### config.mk
export PLATFORM = sky130hd
export DESIGN_NAME = adc_mode_pin_control
export DESIGN_NICKNAME = d
export VERILOG_FILES = /design/src/hw/tri_level_resolve.v /design/src/hw/adc_mode_pin_control.v
export VERILOG_INCLUDE_DIRS = /design/src /design/src/include
export SDC_FILE = /design/constraint.sdc
export NUM_CORES = 1
export LEC_CHECK = 0
export BUFFER_PORTS_ARGS = -buffer_cell sky130_fd_sc_hd__clkbuf_2
export CAP_MARGIN = 20
export CELL_PAD_IN_SITES_DETAIL_PLACEMENT = 0
export CELL_PAD_IN_SITES_GLOBAL_PLACEMENT = 2
export CORE_MARGIN = 5
export CORE_UTILIZATION = 33
export DETAILED_ROUTE_END_ITERATION = 10
export HOLD_SLACK_MARGIN = 0.1
export PLACE_DENSITY_LB_ADDON = 0.1
export SYNTH_ARGS = -nofsm -noshare
export SYNTH_HDL_FRONTEND = slang
export SYNTH_SLANG_ARGS = --single-unit
### constraint.sdc
create_clock -name clk_i -period 4.76 [get_ports clk_i]
set_input_delay 0.714 -clock clk_i [delete_from_list [all_inputs] [get_ports clk_i]]
set_output_delay 0.714 -clock clk_i [all_outputs]
set_load 0.005 [all_outputs]
### src/include/adc_mode_pin_control_map.vh
`ifndef ADC_MODE_PIN_CONTROL_MAP_VH
`define ADC_MODE_PIN_CONTROL_MAP_VH

// Register byte addresses
`define ADDR_CTRL 8'h00
`define ADDR_STATUS 8'h04
`define ADDR_INT_STATUS 8'h08
`define ADDR_INT_MASK 8'h0C

// Control register fields
`define CTRL_FS_LSB 0
`define CTRL_FS_MSB 8
`define CTRL_CAL_REQ 16
`define CTRL_RESET 9'h080

// Status register fields
`define ST_TRIM_RUN 0
`define ST_EXT_MODE 1
`define ST_DES_MODE 2
`define ST_WAIT_LONG 3
`define ST_RANGE_HI 4
`define ST_SERIAL_SEL 5

// Interrupt bits
`define INT_CAL_DONE 0
`define INT_MODE_CHG 1
`define INT_CAL_START 2
`define INT_WIDTH 3

// Three-level pin codes
`define LVL_LOW 2'b00
`define LVL_HIGH 2'b01
`define LVL_MID 2'b10

// Configuration pin indices
`define PIN_RANGE_ECE 0
`define PIN_DELAY_SEL 1

// Full-scale codes used in normal mode
`define FS_CODE_650 9'h000
`define FS_CODE_870 9'h1FF

// Calibration trigger low and high minimum, in input clock cycles
`define TRIG_MIN_CYCLES 7'd80

// AXI responses
`define RESP_OKAY 2'b00
`define RESP_SLVERR 2'b10

`endif

### src/hw/tri_level_resolve.v
`timescale 1ns/1ps
`default_nettype none
`include "adc_mode_pin_control_map.vh"

// Pad probed once with a weak pull-up and once with a weak pull-down:
// both high means driven high, both low driven low, otherwise the pin
// follows the pull, so it floats or sits near half supply.
module tri_level_resolve (
   input wire clk_i,
   input wire sense_up_i,
   input wire sense_dn_i,
   output reg [1:0] level_o
);

   // No reset: straps are resolved all through reset, so the wait choice
   // and the mode outputs are right at the first edge after release
   always @(posedge clk_i) begin
      if (sense_up_i && sense_dn_i) begin
         level_o <= `LVL_HIGH;
      end else if (!sense_up_i && !sense_dn_i) begin
         level_o <= `LVL_LOW;
      end else begin
         level_o <= `LVL_MID;
      end
   end

endmodule // tri_level_resolve

`default_nettype wire

### src/hw/adc_mode_pin_control.v
// Added by the designer: the address map and register access over AXI4-Lite.
`timescale 1ns/1ps
`default_nettype none
`include "adc_mode_pin_control_map.vh"

module adc_mode_pin_control #(
   parameter [23:0] WAIT_SHORT_CYCLES = 24'h001000,
   parameter [23:0] WAIT_LONG_CYCLES = 24'h100000,
   parameter [23:0] CAL_RUN_CYCLES = 24'h002000
) (
   input wire clk_i,
   input wire reset_i,
   input wire [1:0] cfg_sense_up_i,
   input wire [1:0] cfg_sense_dn_i,
   input wire cal_trigger_i,
   input wire [7:0] analog_i_i,
   input wire [7:0] analog_q_i,
   input wire [7:0] s_axi_awaddr,
   input wire s_axi_awvalid,
   output reg s_axi_awready,
   input wire [31:0] s_axi_wdata,
   input wire [3:0] s_axi_wstrb,
   input wire s_axi_wvalid,
   output reg s_axi_wready,
   output reg [1:0] s_axi_bresp,
   output reg s_axi_bvalid,
   input wire s_axi_bready,
   input wire [7:0] s_axi_araddr,
   input wire s_axi_arvalid,
   output reg s_axi_arready,
   output reg [31:0] s_axi_rdata,
   output reg [1:0] s_axi_rresp,
   output reg s_axi_rvalid,
   input wire s_axi_rready,
   output reg trim_in_progress_o,
   output reg extended_ctrl_enable_o,
   output reg serial_port_select_o,
   output reg dual_edge_o,
   output reg [8:0] full_scale_code_o,
   output reg [7:0] sample_i_fall_o,
   output reg [7:0] sample_i_rise_o,
   output reg [7:0] sample_q_o,
   output reg irq_o
);

   localparam [1:0] ST_INIT = 2'd0;
   localparam [1:0] ST_WAIT = 2'd1;
   localparam [1:0] ST_IDLE = 2'd2;
   localparam [1:0] ST_CAL = 2'd3;

   function is_mid;
      input [1:0] lvl;
      begin
         is_mid = (lvl == `LVL_MID);
      end
   endfunction

   wire [1:0] lvl [0:1];
   reg [1:0] state_reg;
   reg [23:0] cnt_reg;
   reg [23:0] wait_lim_reg;
   reg wait_long_reg;
   reg [6:0] low_cnt_reg;
   reg [6:0] high_cnt_reg;
   reg trig_armed_reg;
   reg [8:0] fs_adj_reg;
   reg cal_req_reg;
   reg [`INT_WIDTH-1:0] int_status_reg;
   reg [`INT_WIDTH-1:0] int_mask_reg;
   reg [7:0] aw_addr_reg;
   reg aw_held_reg;
   reg [31:0] w_data_reg;
   reg [3:0] w_strb_reg;
   reg w_held_reg;
   wire ext_mode;
   wire des_mode;
   wire pin_start;
   wire cal_start;
   wire cal_done;
   wire do_write;
   reg [`INT_WIDTH-1:0] events;

   genvar g;
   generate
      for (g = 0; g < 2; g = g + 1) begin : g_pin
         tri_level_resolve u_res (
            .clk_i(clk_i),
            .sense_up_i(cfg_sense_up_i[g]),
            .sense_dn_i(cfg_sense_dn_i[g]),
            .level_o(lvl[g])
         );
      end
   endgenerate

   assign ext_mode = is_mid(lvl[`PIN_RANGE_ECE]);
   assign des_mode = is_mid(lvl[`PIN_DELAY_SEL]);

   always @(posedge clk_i) begin
      if (reset_i) begin
         extended_ctrl_enable_o <= 1'b0;
         serial_port_select_o <= 1'b0;
         dual_edge_o <= 1'b0;
         full_scale_code_o <= `FS_CODE_650;
      end else begin
         extended_ctrl_enable_o <= ext_mode;
         dual_edge_o <= des_mode;
         // Delay pin acts as serial select in extended mode only
         serial_port_select_o <= ext_mode &&
            (lvl[`PIN_DELAY_SEL] == `LVL_HIGH);
         if (ext_mode) begin
            full_scale_code_o <= fs_adj_reg;
         end else if (lvl[`PIN_RANGE_ECE] == `LVL_HIGH) begin
            full_scale_code_o <= `FS_CODE_870;
         end else begin
            full_scale_code_o <= `FS_CODE_650;
         end
      end
   end

   always @(negedge clk_i) begin
      if (reset_i) begin
         sample_i_fall_o <= 8'h00;
         sample_q_o <= 8'h00;
      end else begin
         sample_i_fall_o <= analog_i_i;
         if (!dual_edge_o) begin
            sample_q_o <= analog_q_i;
         end
      end
   end

   // Second I sample on rising edge
   always @(posedge clk_i) begin
      if (reset_i) begin
         sample_i_rise_o <= 8'h00;
      end else if (dual_edge_o) begin
         sample_i_rise_o <= analog_i_i;
      end
   end

   assign pin_start = trig_armed_reg && cal_trigger_i &&
      (high_cnt_reg == `TRIG_MIN_CYCLES - 7'd1);
   always @(posedge clk_i) begin
      if (reset_i) begin
         low_cnt_reg <= 7'd0;
         high_cnt_reg <= 7'd0;
         trig_armed_reg <= 1'b0;
      end else if (!cal_trigger_i) begin
         high_cnt_reg <= 7'd0;
         if (low_cnt_reg != `TRIG_MIN_CYCLES) begin
            low_cnt_reg <= low_cnt_reg + 7'd1;
         end
         if (low_cnt_reg == `TRIG_MIN_CYCLES - 7'd1) begin
            trig_armed_reg <= 1'b1;
         end
      end else begin
         low_cnt_reg <= 7'd0;
         if (high_cnt_reg != `TRIG_MIN_CYCLES) begin
            high_cnt_reg <= high_cnt_reg + 7'd1;
         end
         if (pin_start) begin
            trig_armed_reg <= 1'b0;
         end
      end
   end

   assign cal_start = (state_reg == ST_IDLE) && (pin_start || cal_req_reg);
   assign cal_done = (state_reg == ST_CAL) && (cnt_reg == CAL_RUN_CYCLES);

   // Power-up wait then calibration; strap caught one cycle after reset
   always @(posedge clk_i) begin
      if (reset_i) begin
         state_reg <= ST_INIT;
         cnt_reg <= 24'h000000;
         wait_lim_reg <= 24'h000000;
         wait_long_reg <= 1'b0;
         trim_in_progress_o <= 1'b0;
      end else begin
         case (state_reg)
            ST_INIT: begin
               cnt_reg <= 24'h000000;
               state_reg <= ST_WAIT;
               if (!ext_mode && lvl[`PIN_DELAY_SEL] == `LVL_HIGH) begin
                  wait_lim_reg <= WAIT_LONG_CYCLES;
                  wait_long_reg <= 1'b1;
               end else begin
                  wait_lim_reg <= WAIT_SHORT_CYCLES;
                  wait_long_reg <= 1'b0;
               end
            end
            ST_WAIT: begin
               cnt_reg <= cnt_reg + 24'h000001;
               if (cnt_reg == wait_lim_reg) begin
                  cnt_reg <= 24'h000000;
                  state_reg <= ST_CAL;
                  trim_in_progress_o <= 1'b1;
               end
            end
            ST_IDLE: begin
               cnt_reg <= 24'h000000;
               if (cal_start) begin
                  state_reg <= ST_CAL;
                  trim_in_progress_o <= 1'b1;
               end
            end
            default: begin
               cnt_reg <= cnt_reg + 24'h000001;
               if (cal_done) begin
                  state_reg <= ST_IDLE;
                  trim_in_progress_o <= 1'b0;
               end
            end
         endcase
      end
   end

   // AXI4-Lite write: address and data taken in either order
   assign do_write = aw_held_reg && w_held_reg && !s_axi_bvalid;
   always @(posedge clk_i) begin
      if (reset_i) begin
         s_axi_awready <= 1'b0;
         s_axi_wready <= 1'b0;
         s_axi_bvalid <= 1'b0;
         s_axi_bresp <= `RESP_OKAY;
         aw_held_reg <= 1'b0;
         w_held_reg <= 1'b0;
         aw_addr_reg <= 8'h00;
         w_data_reg <= 32'h00000000;
         w_strb_reg <= 4'h0;
      end else begin
         s_axi_awready <= !aw_held_reg && !s_axi_awready &&
            !s_axi_bvalid && s_axi_awvalid;
         s_axi_wready <= !w_held_reg && !s_axi_wready &&
            !s_axi_bvalid && s_axi_wvalid;
         if (s_axi_awvalid && s_axi_awready) begin
            aw_held_reg <= 1'b1;
            aw_addr_reg <= s_axi_awaddr;
         end
         if (s_axi_wvalid && s_axi_wready) begin
            w_held_reg <= 1'b1;
            w_data_reg <= s_axi_wdata;
            w_strb_reg <= s_axi_wstrb;
         end
         if (do_write) begin
            aw_held_reg <= 1'b0;
            w_held_reg <= 1'b0;
            s_axi_bvalid <= 1'b1;
            if (aw_addr_reg == `ADDR_CTRL ||
                aw_addr_reg == `ADDR_STATUS ||
                aw_addr_reg == `ADDR_INT_STATUS ||
                aw_addr_reg == `ADDR_INT_MASK) begin
               s_axi_bresp <= `RESP_OKAY;
            end else begin
               s_axi_bresp <= `RESP_SLVERR;
            end
         end else if (s_axi_bvalid && s_axi_bready) begin
            s_axi_bvalid <= 1'b0;
         end
      end
   end

   always @* begin
      events = {`INT_WIDTH{1'b0}};
      events[`INT_CAL_DONE] = cal_done;
      events[`INT_MODE_CHG] = ext_mode != extended_ctrl_enable_o;
      events[`INT_CAL_START] = cal_start;
   end

   // Register writes; a new event wins over a write-one clear
   always @(posedge clk_i) begin
      if (reset_i) begin
         fs_adj_reg <= `CTRL_RESET;
         cal_req_reg <= 1'b0;
         int_status_reg <= {`INT_WIDTH{1'b0}};
         int_mask_reg <= {`INT_WIDTH{1'b0}};
         irq_o <= 1'b0;
      end else begin
         if (cal_start) begin
            cal_req_reg <= 1'b0;
         end
         if (do_write && aw_addr_reg == `ADDR_CTRL) begin
            if (w_strb_reg[0]) begin
               fs_adj_reg[7:0] <= w_data_reg[7:0];
            end
            if (w_strb_reg[1]) begin
               fs_adj_reg[`CTRL_FS_MSB] <= w_data_reg[`CTRL_FS_MSB];
            end
            // Request waits for idle so it is never lost mid-calibration
            if (w_strb_reg[2] && w_data_reg[`CTRL_CAL_REQ]) begin
               cal_req_reg <= 1'b1;
            end
         end
         if (do_write && aw_addr_reg == `ADDR_INT_MASK && w_strb_reg[0]) begin
            int_mask_reg <= w_data_reg[`INT_WIDTH-1:0];
         end
         if (do_write && aw_addr_reg == `ADDR_INT_STATUS &&
             w_strb_reg[0]) begin
            int_status_reg <= (int_status_reg &
               ~w_data_reg[`INT_WIDTH-1:0]) | events;
         end else begin
            int_status_reg <= int_status_reg | events;
         end
         irq_o <= |(int_status_reg & int_mask_reg);
      end
   end

   // AXI4-Lite read: one cycle from address to data
   always @(posedge clk_i) begin
      if (reset_i) begin
         s_axi_arready <= 1'b0;
         s_axi_rvalid <= 1'b0;
         s_axi_rdata <= 32'h00000000;
         s_axi_rresp <= `RESP_OKAY;
      end else begin
         s_axi_arready <= !s_axi_arready && !s_axi_rvalid && s_axi_arvalid;
         if (s_axi_arvalid && s_axi_arready) begin
            s_axi_rvalid <= 1'b1;
            s_axi_rresp <= `RESP_OKAY;
            s_axi_rdata <= 32'h00000000;
            if (s_axi_araddr == `ADDR_CTRL) begin
               s_axi_rdata[`CTRL_FS_MSB:`CTRL_FS_LSB] <= fs_adj_reg;
               s_axi_rdata[`CTRL_CAL_REQ] <= cal_req_reg;
            end else if (s_axi_araddr == `ADDR_STATUS) begin
               s_axi_rdata[`ST_TRIM_RUN] <= trim_in_progress_o;
               s_axi_rdata[`ST_EXT_MODE] <= extended_ctrl_enable_o;
               s_axi_rdata[`ST_DES_MODE] <= dual_edge_o;
               s_axi_rdata[`ST_WAIT_LONG] <= wait_long_reg;
               s_axi_rdata[`ST_RANGE_HI] <=
                  lvl[`PIN_RANGE_ECE] == `LVL_HIGH;
               s_axi_rdata[`ST_SERIAL_SEL] <= serial_port_select_o;
            end else if (s_axi_araddr == `ADDR_INT_STATUS) begin
               s_axi_rdata[`INT_WIDTH-1:0] <= int_status_reg;
            end else if (s_axi_araddr == `ADDR_INT_MASK) begin
               s_axi_rdata[`INT_WIDTH-1:0] <= int_mask_reg;
            end else begin
               s_axi_rresp <= `RESP_SLVERR;
            end
         end else if (s_axi_rvalid && s_axi_rready) begin
            s_axi_rvalid <= 1'b0;
         end
      end
   end

endmodule // adc_mode_pin_control

`default_nettype wire

==> out/results.txt, run 1 <==
Reg area: 2823 um^2
n_diodes: 0
Worst path depth: 1
setup TNS: 0 ns
Iter 0 DRT Violations: 167
Mapped Cells: 645
Syn. warnings: 0
Clk pwr share: 45.0%
CP arrival: 3.27 ns
drt first pass iters: 4
max reg flops: 24
grt ovf: 0
post-synth cell types: 55
sequential share of the synthesized area: 48.42%
CTS tree: built
root buf cell: clkbuf_16
relative slew slack: 35.08%
Final ANT Viol Nets: 0
Sw Share: 26.15%
post-synthesis async set-or-reset flop share: 0%
detailed-route wire length per cell: 13.40 um
Multi-input gate area: 2723 um^2
Worst Path Max Fanout: 2
Non-Filler Instances: 1,002
overall global routing resource usage: 13.51%
GP Congestion: 0.7865
number of synthesized flops with an enable pin: 0
Power Dens Cells: 405.9 nW/um^2
placed cell area: 6475 um^2
die height: 142.9 um
Psw: 0.7531 mW
post-route cell area: 7096 um^2
CP Capture Type: output port
CTS H-tree lvls: 4
min-delay worst type: reg -> reg
starting density of the core: 33.70%
drt via density: 4.523
Worst path max stage delay: 0.33 ns
Worst path slowest cell: dfxtp_1
DR vias: 4,532
post-synth top area cell: dfxtp_1
PortBufs: 111
hold_buf cts: 0
Reg power frac: 44.1%
Final nets: 856
layout filler cell count: 1,795
flop and latch count out of synthesis: 141
Final Hold Fails: 0
synthesized cell area: 5829 um^2
clk slew on worst S/H paths: 0.06 ns
VDD IR max: 0.0003121 V
worst skew pair latency: 0.44 ns
hold depth: 1
status: finished clean
worst clock skew: 0.03820 ns
initial antenna violation count: 0
CTS Sinks: 141
P_int: 2.127 mW
Die X: 142.9 um
Logic pwr share: 10.8%
setup violators final: 0
reg2reg path depth: 2
top cells by area, synth: dfxtp_1 (48%), nor2_1 (5.9%), mux2i_1 (4.8%)
most common cell in the netlist: dfxtp_1
vias in the first global route: 4,498
Worst Tran Pin Value: 0.9731 ns
largest net degree at the start of global routing: 58
placed cells: 955
dpl hpwl: 9.947 mm
Commonest cells post-synth: dfxtp_1 (141), nor2_1 (91), nand2_1 (68)
cell family with the largest share of critical-path delay: flip-flops
syn avg cell area: 9.038 um^2
TritonCTS Buffers: 17
final slew viol count: 0
crit-path cells: clkbuf_2
Pleak: 2.929 nW
startpoint types: flip-flop
unrepaired setup endpoints after global routing: false
CP Data Required Time: 4.05 ns
first-pass GRT wire length: 22.07 mm
Setup CP Type: reg -> out
CORE AREA: 17,300 um^2
Critical path buffers and inverters: 1
FP Rows: 48
layout cells sized above 1: 21.49%
die area: 20,420 um^2
# IOs: 159
Routed WL: 13.43 mm
# DRC: 0
setup bufs post-CTS: 0
Layout area overhead: 21.72%
Synth Flop Type: dfxtp_1
clock buffer depth: 2
Max-cap violations: 0
post_cts resized: 0
Yosys top cell area share: 48.42%
metrics by stage:
| step | hold slack (ns) | power [mW] | worst slack (ns) | utilization, % |
|---|---|---|---|---|
| 2_1_floorplan | 0.3885 | 1.549 | 0.8121 | - |
| 3_3_place_gp | 0.4007 | 1.630 | 0.9781 | 37.43 |
| 3_5_place_dp | 0.4137 | 1.634 | 0.9491 | 37.43 |
| 4_1_cts | 0.4191 | 2.932 | 0.7455 | 41.02 |
| 5_1_grt | 0.4463 | 3.042 | 0.7284 | 41.02 |
| 6_report | 0.4084 | 2.880 | 0.7717 | 41.02 |
power by group through the flow:
stage,Sequential (mW),Combinational (mW),Clock [mW]
final,1.27,0.312,1.30
after global routing,1.28,0.352,1.41
after CTS,1.27,0.318,1.34
after detailed placement,1.30,0.315,0.0219
after global placement,1.30,0.313,0.0219
after floorplan,1.29,0.241,0.0219
logic make-up after synthesis:
kind of cell	synth area share (%)
compound gates	7.576
xor+xnor	5.860
fa+ha+maj	2.576
buf+inv	6.353
flops	48.42
mux	5.194
other cells	0.06433
simple gates	23.95
placed cells by master (no fill, tap or decap), types with 3 or more instances in the layout:
cell type | Yosys | routed
nand2_1 | 68 | 68
buf_4 | 27 | 3
xnor2_1 | 21 | 21
ha_1 | 12 | 12
clkbuf_2 | 1 | 110
a211oi_1 | 4 | 4
o211ai_1 | 3 | 3
nand4_1 | 9 | 9
and3_1 | 3 | 3
o21ai_0 | 5 | 5
inv_1 | 20 | 35
nand3_1 | 26 | 26
and2_1 | 5 | 5
xor2_1 | 18 | 18
a21oi_1 | 48 | 48
nand2b_1 | 9 | 9
or4_1 | 3 | 3
or4_4 | 3 | 3
nor2b_1 | 15 | 15
dfxtp_1 | 141 | 141
nor2_1 | 91 | 91
nor3_1 | 21 | 21
clkbuf_8 | 0 | 3
nor4b_1 | 4 | 4
nor4_1 | 4 | 4
inv_4 | 0 | 5
conb_1 | 1 | 24
clkinv_2 | 0 | 3
mux2i_1 | 28 | 28
clkbuf_16 | 0 | 18
metal layers:
layer / share of wire (%) / up-vias / track usage [%] / routed length (um)
met5: 0 / - / 0 / 0
met4: 0.98 / 0 / 4.202 / 132
met3: 7.0 / 9 / 4.488 / 938
met2: 41 / 118 / 19.49 / 5502
met1: 51 / 2039 / 19.10 / 6857
li1: - / 2366 / - / -
worst reg2reg max path, stage by stage (launching register included):
cell and delay (ns):
dfxtp_1 0.70, mux2i_1 0.27, nor2_1 0.06
layout make-up:
type                       instances  share of cell area, %
tap                              225                  3.968
inverter                          19                  1.005
multi-input combinational        456                  38.37
clock buffer                      21                  6.930
sequential                       141                  39.78
clock inverter                    27                  1.869
timing repair buffer             113                  8.076
final timing paths:
path                        startpoint            end  slack [ns]
max reg2reg                dual_edge_o  sample_q_o[2]        1.24
min          g_pin[1].u_res.level_o[0]    dual_edge_o        0.41
max                      sample_q_o[3]  sample_q_o[3]        0.77
min reg2reg  g_pin[1].u_res.level_o[0]    dual_edge_o        0.41
Note: power is estimated with default switching activity, not from simulation.
==> inputs of run 2 (changes only) <==
--- a/config.mk
+++ b/config.mk
@@ -6,12 +6,13 @@
 export SDC_FILE = /design/constraint.sdc
 export NUM_CORES = 1
 export LEC_CHECK = 0
+export ABC_AREA = 1
 export BUFFER_PORTS_ARGS = -buffer_cell sky130_fd_sc_hd__clkbuf_2
 export CAP_MARGIN = 20
 export CELL_PAD_IN_SITES_DETAIL_PLACEMENT = 0
 export CELL_PAD_IN_SITES_GLOBAL_PLACEMENT = 2
 export CORE_MARGIN = 5
-export CORE_UTILIZATION = 33
+export CORE_UTILIZATION = 29
 export DETAILED_ROUTE_END_ITERATION = 10
 export HOLD_SLACK_MARGIN = 0.1
 export PLACE_DENSITY_LB_ADDON = 0.1
==> constraint.sdc (replaced) <==
create_clock -name clk_i -period 3.9 [get_ports clk_i]
set_input_delay 0.585 -clock clk_i [delete_from_list [all_inputs] [get_ports clk_i]]
set_output_delay 0.585 -clock clk_i [all_outputs]
set_load 0.005 [all_outputs]
==> run 2 against run 1 <==
Against the previous run:
- first-iteration DRC count up 50%
- non-clock buffer count up 3
- final cell count up 20%
- count of clock-buffer cells in the layout up 1
- routed wire length up 14%
- design area up 5.0%
- largest cell class unchanged
==> out/results.txt, run 2 <==
CTS tree: built (unchanged)
Iter 0 DRT Violations: 251 (was 167)
setup bufs post-CTS: 0 (unchanged)
vias in the first global route: 5,199 (was 4,498)
status: finished clean (unchanged)
first-pass GRT wire length: 25.70 mm (was 22.07 mm)
Final Util: 36.58% (was 41.02%)
Psw: 0.9776 mW (was 0.7531 mW)
root buf cell: clkbuf_16 (unchanged)
Die X: 154.1 um (was 142.9 um)
Routed WL: 15.29 mm (was 13.43 mm)
overall global routing resource usage: 13.16% (was 13.51%)
syn avg cell area: 7.570 um^2 (was 9.038 um^2)
Reg2Reg Setup Slack: 1.02 ns (was 1.24 ns)
layout cells sized above 1: 19.42% (was 21.49%)
top cells by area, synth: dfxtp_1 (47%), nor2_1 (8.4%), nand2_1 (6.5%) (was dfxtp_1 (48%), nor2_1 (5.9%), mux2i_1 (4.8%))
CP arrival: 2.86 ns (was 3.27 ns)
VDD IR max: 0.0002501 V (was 0.0003121 V)
CTS Sinks: 141 (unchanged)
Worst Path Max Fanout: 2 (unchanged)
commonest non-fill, non-tap cell in the layout: dfxtp_1 (unchanged)
Layout area overhead: 23.76% (was 21.72%)
post-synth cell types: 39 (was 55)
detailed-route wire length per cell: 12.67 um (was 13.40 um)
Yosys top cell area share: 46.90% (was 48.42%)
worst skew pair latency: 0.44 ns (about the same)
PortBufs: 111 (unchanged)
grt ovf: 0 (unchanged)
Worst Tran Pin Value: 0.5180 ns (was 0.9731 ns)
Syn. warnings: 0 (unchanged)
post-synthesis async set-or-reset flop share: 0% (unchanged)
Setup crit start: sample_q_o[1] (was sample_q_o[3])
reg2reg start: dual_edge_o (unchanged)
startpoint types: flip-flop (unchanged)
worst clock skew: 0.04206 ns (was 0.03820 ns)
Worst path max stage delay: 0.34 ns (was 0.33 ns)
clock buffer depth: 2 (unchanged)
Critical path buffers and inverters: 1 (unchanged)
clk slew on worst S/H paths: 0.05 ns (was 0.06 ns)
Synth Flop Type: dfxtp_1 (unchanged)
Final Hold Fails: 0 (unchanged)
Worst path depth: 1 (unchanged)
n_diodes: 0 (unchanged)
Power Dens Cells: 495.7 nW/um^2 (was 405.9 nW/um^2)
cell family with the largest share of critical-path delay: flip-flops (unchanged)
max reg flops: 24 (unchanged)
CP Data Required Time: 3.31 ns (was 4.05 ns)
CTS H-tree lvls: 4 (unchanged)
number of synthesized flops with an enable pin: 0 (unchanged)
setup TNS: 0 ns (unchanged)
Final ANT Viol Nets: 0 (unchanged)
Worst path slowest cell: dfxtp_1 (unchanged)
Sw Share: 26.48% (was 26.15%)
setup violators final: 0 (unchanged)
min-delay worst type: in -> reg (was reg -> reg)
Clk pwr share: 47.0% (was 45.0%)
Final nets: 1,016 (was 856)
worst slack at placement: 0.5741 ns (was 0.9491 ns)
most frequent cells in the layout: dfxtp_1 (141), nor2_1 (134), clkbuf_2 (111), inv_1 (106), nand2_1 (105) (was dfxtp_1 (141), clkbuf_2 (110), nor2_1 (91), nand2_1 (68), a21oi_1 (48))
# DRC: 0 (unchanged)
synthesized cell area: 6018 um^2 (was 5829 um^2)
drt via density: 4.288 (was 4.523)
post_cts resized: 0 (unchanged)
Overall Power: 3.692 mW (was 2.880 mW)
crit-path cells: clkbuf_2 (unchanged)
post-synth top area cell: dfxtp_1 (unchanged)
starting density of the core: 29.55% (was 33.70%)
unrepaired setup endpoints after global routing: false (unchanged)
Commonest cells post-synth: dfxtp_1 (141), nor2_1 (134), nand2_1 (105) (was dfxtp_1 (141), nor2_1 (91), nand2_1 (68))
relative slew slack: 65.18% (was 35.08%)
initial antenna violation count: 0 (unchanged)
flop and latch count out of synthesis: 141 (unchanged)
TritonCTS Buffers: 17 (unchanged)
Mapped Cells: 795 (was 645)
Max-cap violations: 0 (unchanged)
most common cell in the netlist: dfxtp_1 (unchanged)
GP Congestion: 0.7526 (was 0.7865)
sequential share of the synthesized area: 46.90% (was 48.42%)
Pleak: 3.282 nW (was 2.929 nW)
Worst setup endpoint: sample_q_o[1] (was sample_q_o[3])
die height: 154.1 um (was 142.9 um)
# IOs: 159 (unchanged)
Reg power frac: 42.2% (was 44.1%)
reg2reg path depth: 3 (was 2)
largest net degree at the start of global routing: 30 (was 58)
RR Endpoint: sample_q_o[6] (was sample_q_o[2])
dpl hpwl: 11.80 mm (was 9.947 mm)
DR vias: 5,176 (was 4,532)
hold_buf cts: 0 (unchanged)
die area: 23,730 um^2 (was 20,420 um^2)
Final WS setup: 0.4580 ns (was 0.7717 ns)
P_int: 2.715 mW (was 2.127 mW)
Logic pwr share: 10.7% (was 10.8%)
FP Rows: 52 (was 48)
Setup CP Type: reg -> out (unchanged)
Hold WS: 0.3994 ns (was 0.4084 ns)
CORE AREA: 20,360 um^2 (was 17,300 um^2)
CP Capture Type: output port (unchanged)
drt first pass iters: 6 (was 4)
final slew viol count: 0 (unchanged)
run 2: power groups by stage:
stage	clock network [mW]	registers [mW]	logic [mW]
finish	1.74	1.56	0.395
CTS	1.79	1.56	0.403
floorplan	0.0267	1.58	0.287
global route	1.86	1.57	0.462
global placement	0.0267	1.59	0.399
detailed placement	0.0267	1.59	0.401
run 2: kinds of logic (layout without fill, tap and decap cells):
kind of cell / after synthesis / count (layout) / share of synthesized area, %
AND/OR/NAND/NOR: 330 / 330 / 24.80
XOR/XNOR: 15 / 15 / 2.183
buffers and inverters: 146 / 265 / 10.85
AO/OA/AOI/OAI: 150 / 150 / 12.70
flip-flops: 141 / 141 / 46.90
adder cells (fa/ha/maj): 12 / 12 / 2.495
other: 1 / 24 / 0.06231
run 2: worst min path at each step:
stage | startpoint | to | slack, ns | cells past startpoint
2_1_floorplan | g_pin[1].u_res.level_o[0] | dual_edge_o | 0.42 | 1
3_3_place_gp | s_axi_arready | s_axi_arready | 0.43 | 1
3_5_place_dp | s_axi_arready | s_axi_arready | 0.44 | 1
4_1_cts | cfg_sense_dn_i[1] | g_pin[1].u_res.level_o[0] | 0.38 | 3
5_1_grt | cfg_sense_dn_i[1] | g_pin[1].u_res.level_o[0] | 0.40 | 3
6_report | cfg_sense_dn_i[1] | g_pin[1].u_res.level_o[0] | 0.40 | 3
run 2: cell type report:
type | instances | area, um^2
clock buffers | 22 | 529.3
fillers | 2136 | 12920
multi-input cells | 531 | 2629
clock inverters | 26 | 157.7
well taps | 270 | 337.8
inverters | 101 | 379.1
flip-flops and latches | 141 | 2823
repair buffers | 116 | 593.1
run 2: worst reg2reg max path: stages, from the launching register on:
cell	delay (ns)
dfxtp_1	0.34
clkinv_1	0.28
nor2_1	0.18
nor2_1	0.06
run 2: stage by stage:
step / cells / area, um^2
CTS: 1207 / 7448
finish: 1207 / 7448
floorplan: 818 / 6105
detailed placement: 1160 / 6765
global route: 1207 / 7448
global placement: 1160 / 6765
run 2: per-layer routing:
layer | up-vias | wire [um] | part of all wire (%) | track usage, %
met5 | - | 0 | 0 | 0
met4 | 0 | 101 | 0.66 | 3.280
met3 | 6 | 1123 | 7.3 | 5.031
met2 | 120 | 6440 | 42 | 19.63
met1 | 2293 | 7629 | 50 | 17.94
li1 | 2757 | - | - | -
==> inputs of run 3 (changes only) <==
--- a/config.mk
+++ b/config.mk
@@ -12,10 +12,10 @@
 export CELL_PAD_IN_SITES_DETAIL_PLACEMENT = 0
 export CELL_PAD_IN_SITES_GLOBAL_PLACEMENT = 2
 export CORE_MARGIN = 5
-export CORE_UTILIZATION = 29
+export CORE_UTILIZATION = 26
 export DETAILED_ROUTE_END_ITERATION = 10
 export HOLD_SLACK_MARGIN = 0.1
-export PLACE_DENSITY_LB_ADDON = 0.1
+export PLACE_DENSITY = 0.72
 export SYNTH_ARGS = -nofsm -noshare
 export SYNTH_HDL_FRONTEND = slang
 export SYNTH_SLANG_ARGS = --single-unit
==> constraint.sdc (replaced) <==
create_clock -name clk_i -period 2.9 [get_ports clk_i]
set_input_delay 0.58 -clock clk_i [delete_from_list [all_inputs] [get_ports clk_i]]
set_output_delay 0.58 -clock clk_i [all_outputs]
set_load 0.005 [all_outputs]
==> run 3 against run 2 <==
Against the previous run:
- the flow now finishes with violations (negative setup slack)
- total power rose by 34%
- count of clock-buffer cells in the layout fell by 5
- highest routed layer unchanged
- non-clock buffer count fell by 1
- critical path type unchanged
- sequential cell count did not move
- combinational power rose by 36%
- register-to-register slack got worse by 0.59 ns
- largest power group unchanged
- critical endpoint is now sample_i_fall_o[0]
- global-route usage fell by 0.81 points
==> out/results.txt, run 3 (synthesis results as in run 2) <==
CTS H-tree lvls: 4 (unchanged)
CP Data Required Time: 2.32 ns (was 3.31 ns)
Final WS setup: -0.01513 ns (was 0.4580 ns)
Layout area overhead: 24.41% (was 23.76%)
setup violators final: 3 (was 0)
max reg flops: 24 (unchanged)
Power Dens Cells: 659.6 nW/um^2 (was 495.7 nW/um^2)
layout cells sized above 1: 20.73% (was 19.42%)
TritonCTS Buffers: 17 (unchanged)
relative slew slack: 61.22% (was 65.18%)
commonest non-fill, non-tap cell in the layout: nor2_1 (was dfxtp_1)
starting density of the core: 26.50% (was 29.55%)
initial antenna violation count: 0 (unchanged)
Worst Path Max Fanout: 1 (was 2)
cell family with the largest share of critical-path delay: flip-flops (unchanged)
VDD IR max: 0.0003303 V (was 0.0002501 V)
Worst Tran Pin Value: 0.5816 ns (was 0.5180 ns)
FP Rows: 55 (was 52)
placed cell area: 6777 um^2 (was 6765 um^2)
Final nets: 1,015 (was 1,016)
layout filler cell count: 2,513 (was 2,136)
crit-path cells: buf_6 (was clkbuf_2)
Pleak: 3.278 nW (was 3.282 nW)
DR vias: 5,172 (was 5,176)
Worst path slowest cell: dfxtp_2 (was dfxtp_1)
Final Util: 32.97% (was 36.58%)
most frequent cells in the layout: nor2_1 (134), dfxtp_1 (130), inv_1 (106), nand2_1 (105), clkbuf_2 (99) (was dfxtp_1 (141), nor2_1 (134), clkbuf_2 (111), inv_1 (106), nand2_1 (105))
worst skew pair latency: 0.45 ns (was 0.44 ns)
post-route cell area: 7487 um^2 (was 7448 um^2)
clk slew on worst S/H paths: 0.06 ns (was 0.05 ns)
status: complete, but fails checks (was finished clean)
CTS Sinks: 141 (unchanged)
drt via density: 4.236 (was 4.288)
Routed WL: 15.66 mm (was 15.29 mm)
Multi-input gate area: 2629 um^2 (unchanged)
first-pass GRT wire length: 26.20 mm (was 25.70 mm)
detailed-route wire length per cell: 12.82 um (was 12.67 um)
startpoint types: flip-flop (unchanged)
PortBufs: 111 (unchanged)
Hold WS: 0.3813 ns (was 0.3994 ns)
final slew viol count: 0 (unchanged)
hold_buf cts: 0 (unchanged)
# DRC: 0 (unchanged)
setup bufs post-CTS: 0 (unchanged)
Final Hold Fails: 0 (unchanged)
Max-cap violations: 0 (unchanged)
overall global routing resource usage: 12.35% (was 13.16%)
vias in the first global route: 5,215 (was 5,199)
root buf cell: clkbuf_16 (unchanged)
Critical path buffers and inverters: 1 (unchanged)
CP Capture Type: output port (unchanged)
dpl hpwl: 11.79 mm (was 11.80 mm)
largest net degree at the start of global routing: 60 (was 30)
Final ANT Viol Nets: 0 (unchanged)
GP Congestion: 0.7449 (was 0.7526)
grt ovf: 0 (unchanged)
unrepaired setup endpoints after global routing: true (was false)
Setup CP Type: reg -> out (unchanged)
min-delay worst type: in -> reg (unchanged)
failing checks: negative setup slack
drt first pass iters: 4 (was 6)
CP arrival: 2.34 ns (was 2.86 ns)
clock buffer depth: 2 (unchanged)
Die X: 162.1 um (was 154.1 um)
Worst path max stage delay: 0.32 ns (was 0.34 ns)
worst clock skew: 0.02835 ns (was 0.04206 ns)
die height: 162.1 um (was 154.1 um)
Iter 0 DRT Violations: 206 (was 251)
# IOs: 159 (unchanged)
n_diodes: 0 (unchanged)
die area: 26,290 um^2 (was 23,730 um^2)
CORE AREA: 22,710 um^2 (was 20,360 um^2)
CTS tree: built (unchanged)
Reg area: 2836 um^2 (was 2823 um^2)
==> run 3: cell types whose count changed in the layout (fill, tap and decap cells not counted), moves of 4 or more <==
| cell | before | now |
|---|---|---|
| dfxtp_2 | 0 | 11 |
| dfxtp_1 | 141 | 130 |
| clkbuf_16 | 21 | 17 |
| buf_6 | 0 | 7 |
| buf_2 | 0 | 5 |
| clkbuf_2 | 111 | 99 |
==> run 3: path summary, 6_finish.rpt <==
path                                         start                 end  slack (ns)  cells after the start
worst max-delay path            sample_i_fall_o[0]  sample_i_fall_o[0]       -0.02                      1
worst min-delay path                 s_axi_arvalid       s_axi_arready        0.38                      3
worst max register to register         dual_edge_o       sample_q_o[3]        0.43                      3
worst min register to register        s_axi_rvalid       s_axi_arready        0.46                      1
==> run 3: report_power, final <==
| part | total (mW) | internal [mW] | switching [mW] | leakage, nW |
|---|---|---|---|---|
| sequential | 2.10 | 2.03 | 0.0666 | 1.15 |
| clock | 2.30 | 1.32 | 0.981 | 0.366 |
| combinational | 0.537 | 0.204 | 0.333 | 1.76 |
| total | 4.94 | 3.56 | 1.38 | 3.28 |
==> run 3: routing by layer <==
| layer | GRT usage, % | routed length, um | vias to the layer above |
|---|---|---|---|
| li1 | - | - | 2756 |
| met1 | 16.67 | 7656 | 2279 |
| met2 | 17.83 | 6419 | 121 |
| met3 | 5.252 | 1386 | 16 |
| met4 | 3.922 | 193 | 0 |
| met5 | 0 | 0 | - |
==> run 3: stage by stage <==
stage	power [mW]	setup TNS, ns	std cells	worst slack, ns
2_1_floorplan	2.550	0	818	0.05353
3_3_place_gp	2.718	0	1174	0.3587
3_5_place_dp	2.718	0	1174	0.3425
4_1_cts	5.014	-0.2366	1221	-0.03608
5_1_grt	5.230	-0.5425	1221	-0.04579
6_report	4.938	-0.01837	1221	-0.01513
==> run 3: timing repair <==
action                                 in CTS  in global routing
pin swaps                                   0                  0
resized for setup                          11                 17
endpoints found under the hold margin       0                  0
setup endpoints to repair                  15                 16
==> run 3: cell type report <==
type	instances	share of cell area (%)
Inverter	101	5.064
Tap cell	285	4.763
Clock buffer	17	5.682
Clock inverter	31	3.092
Timing Repair Buffer	115	8.406
Sequential cell	141	37.88
Multi-Input combinational cell	531	35.11
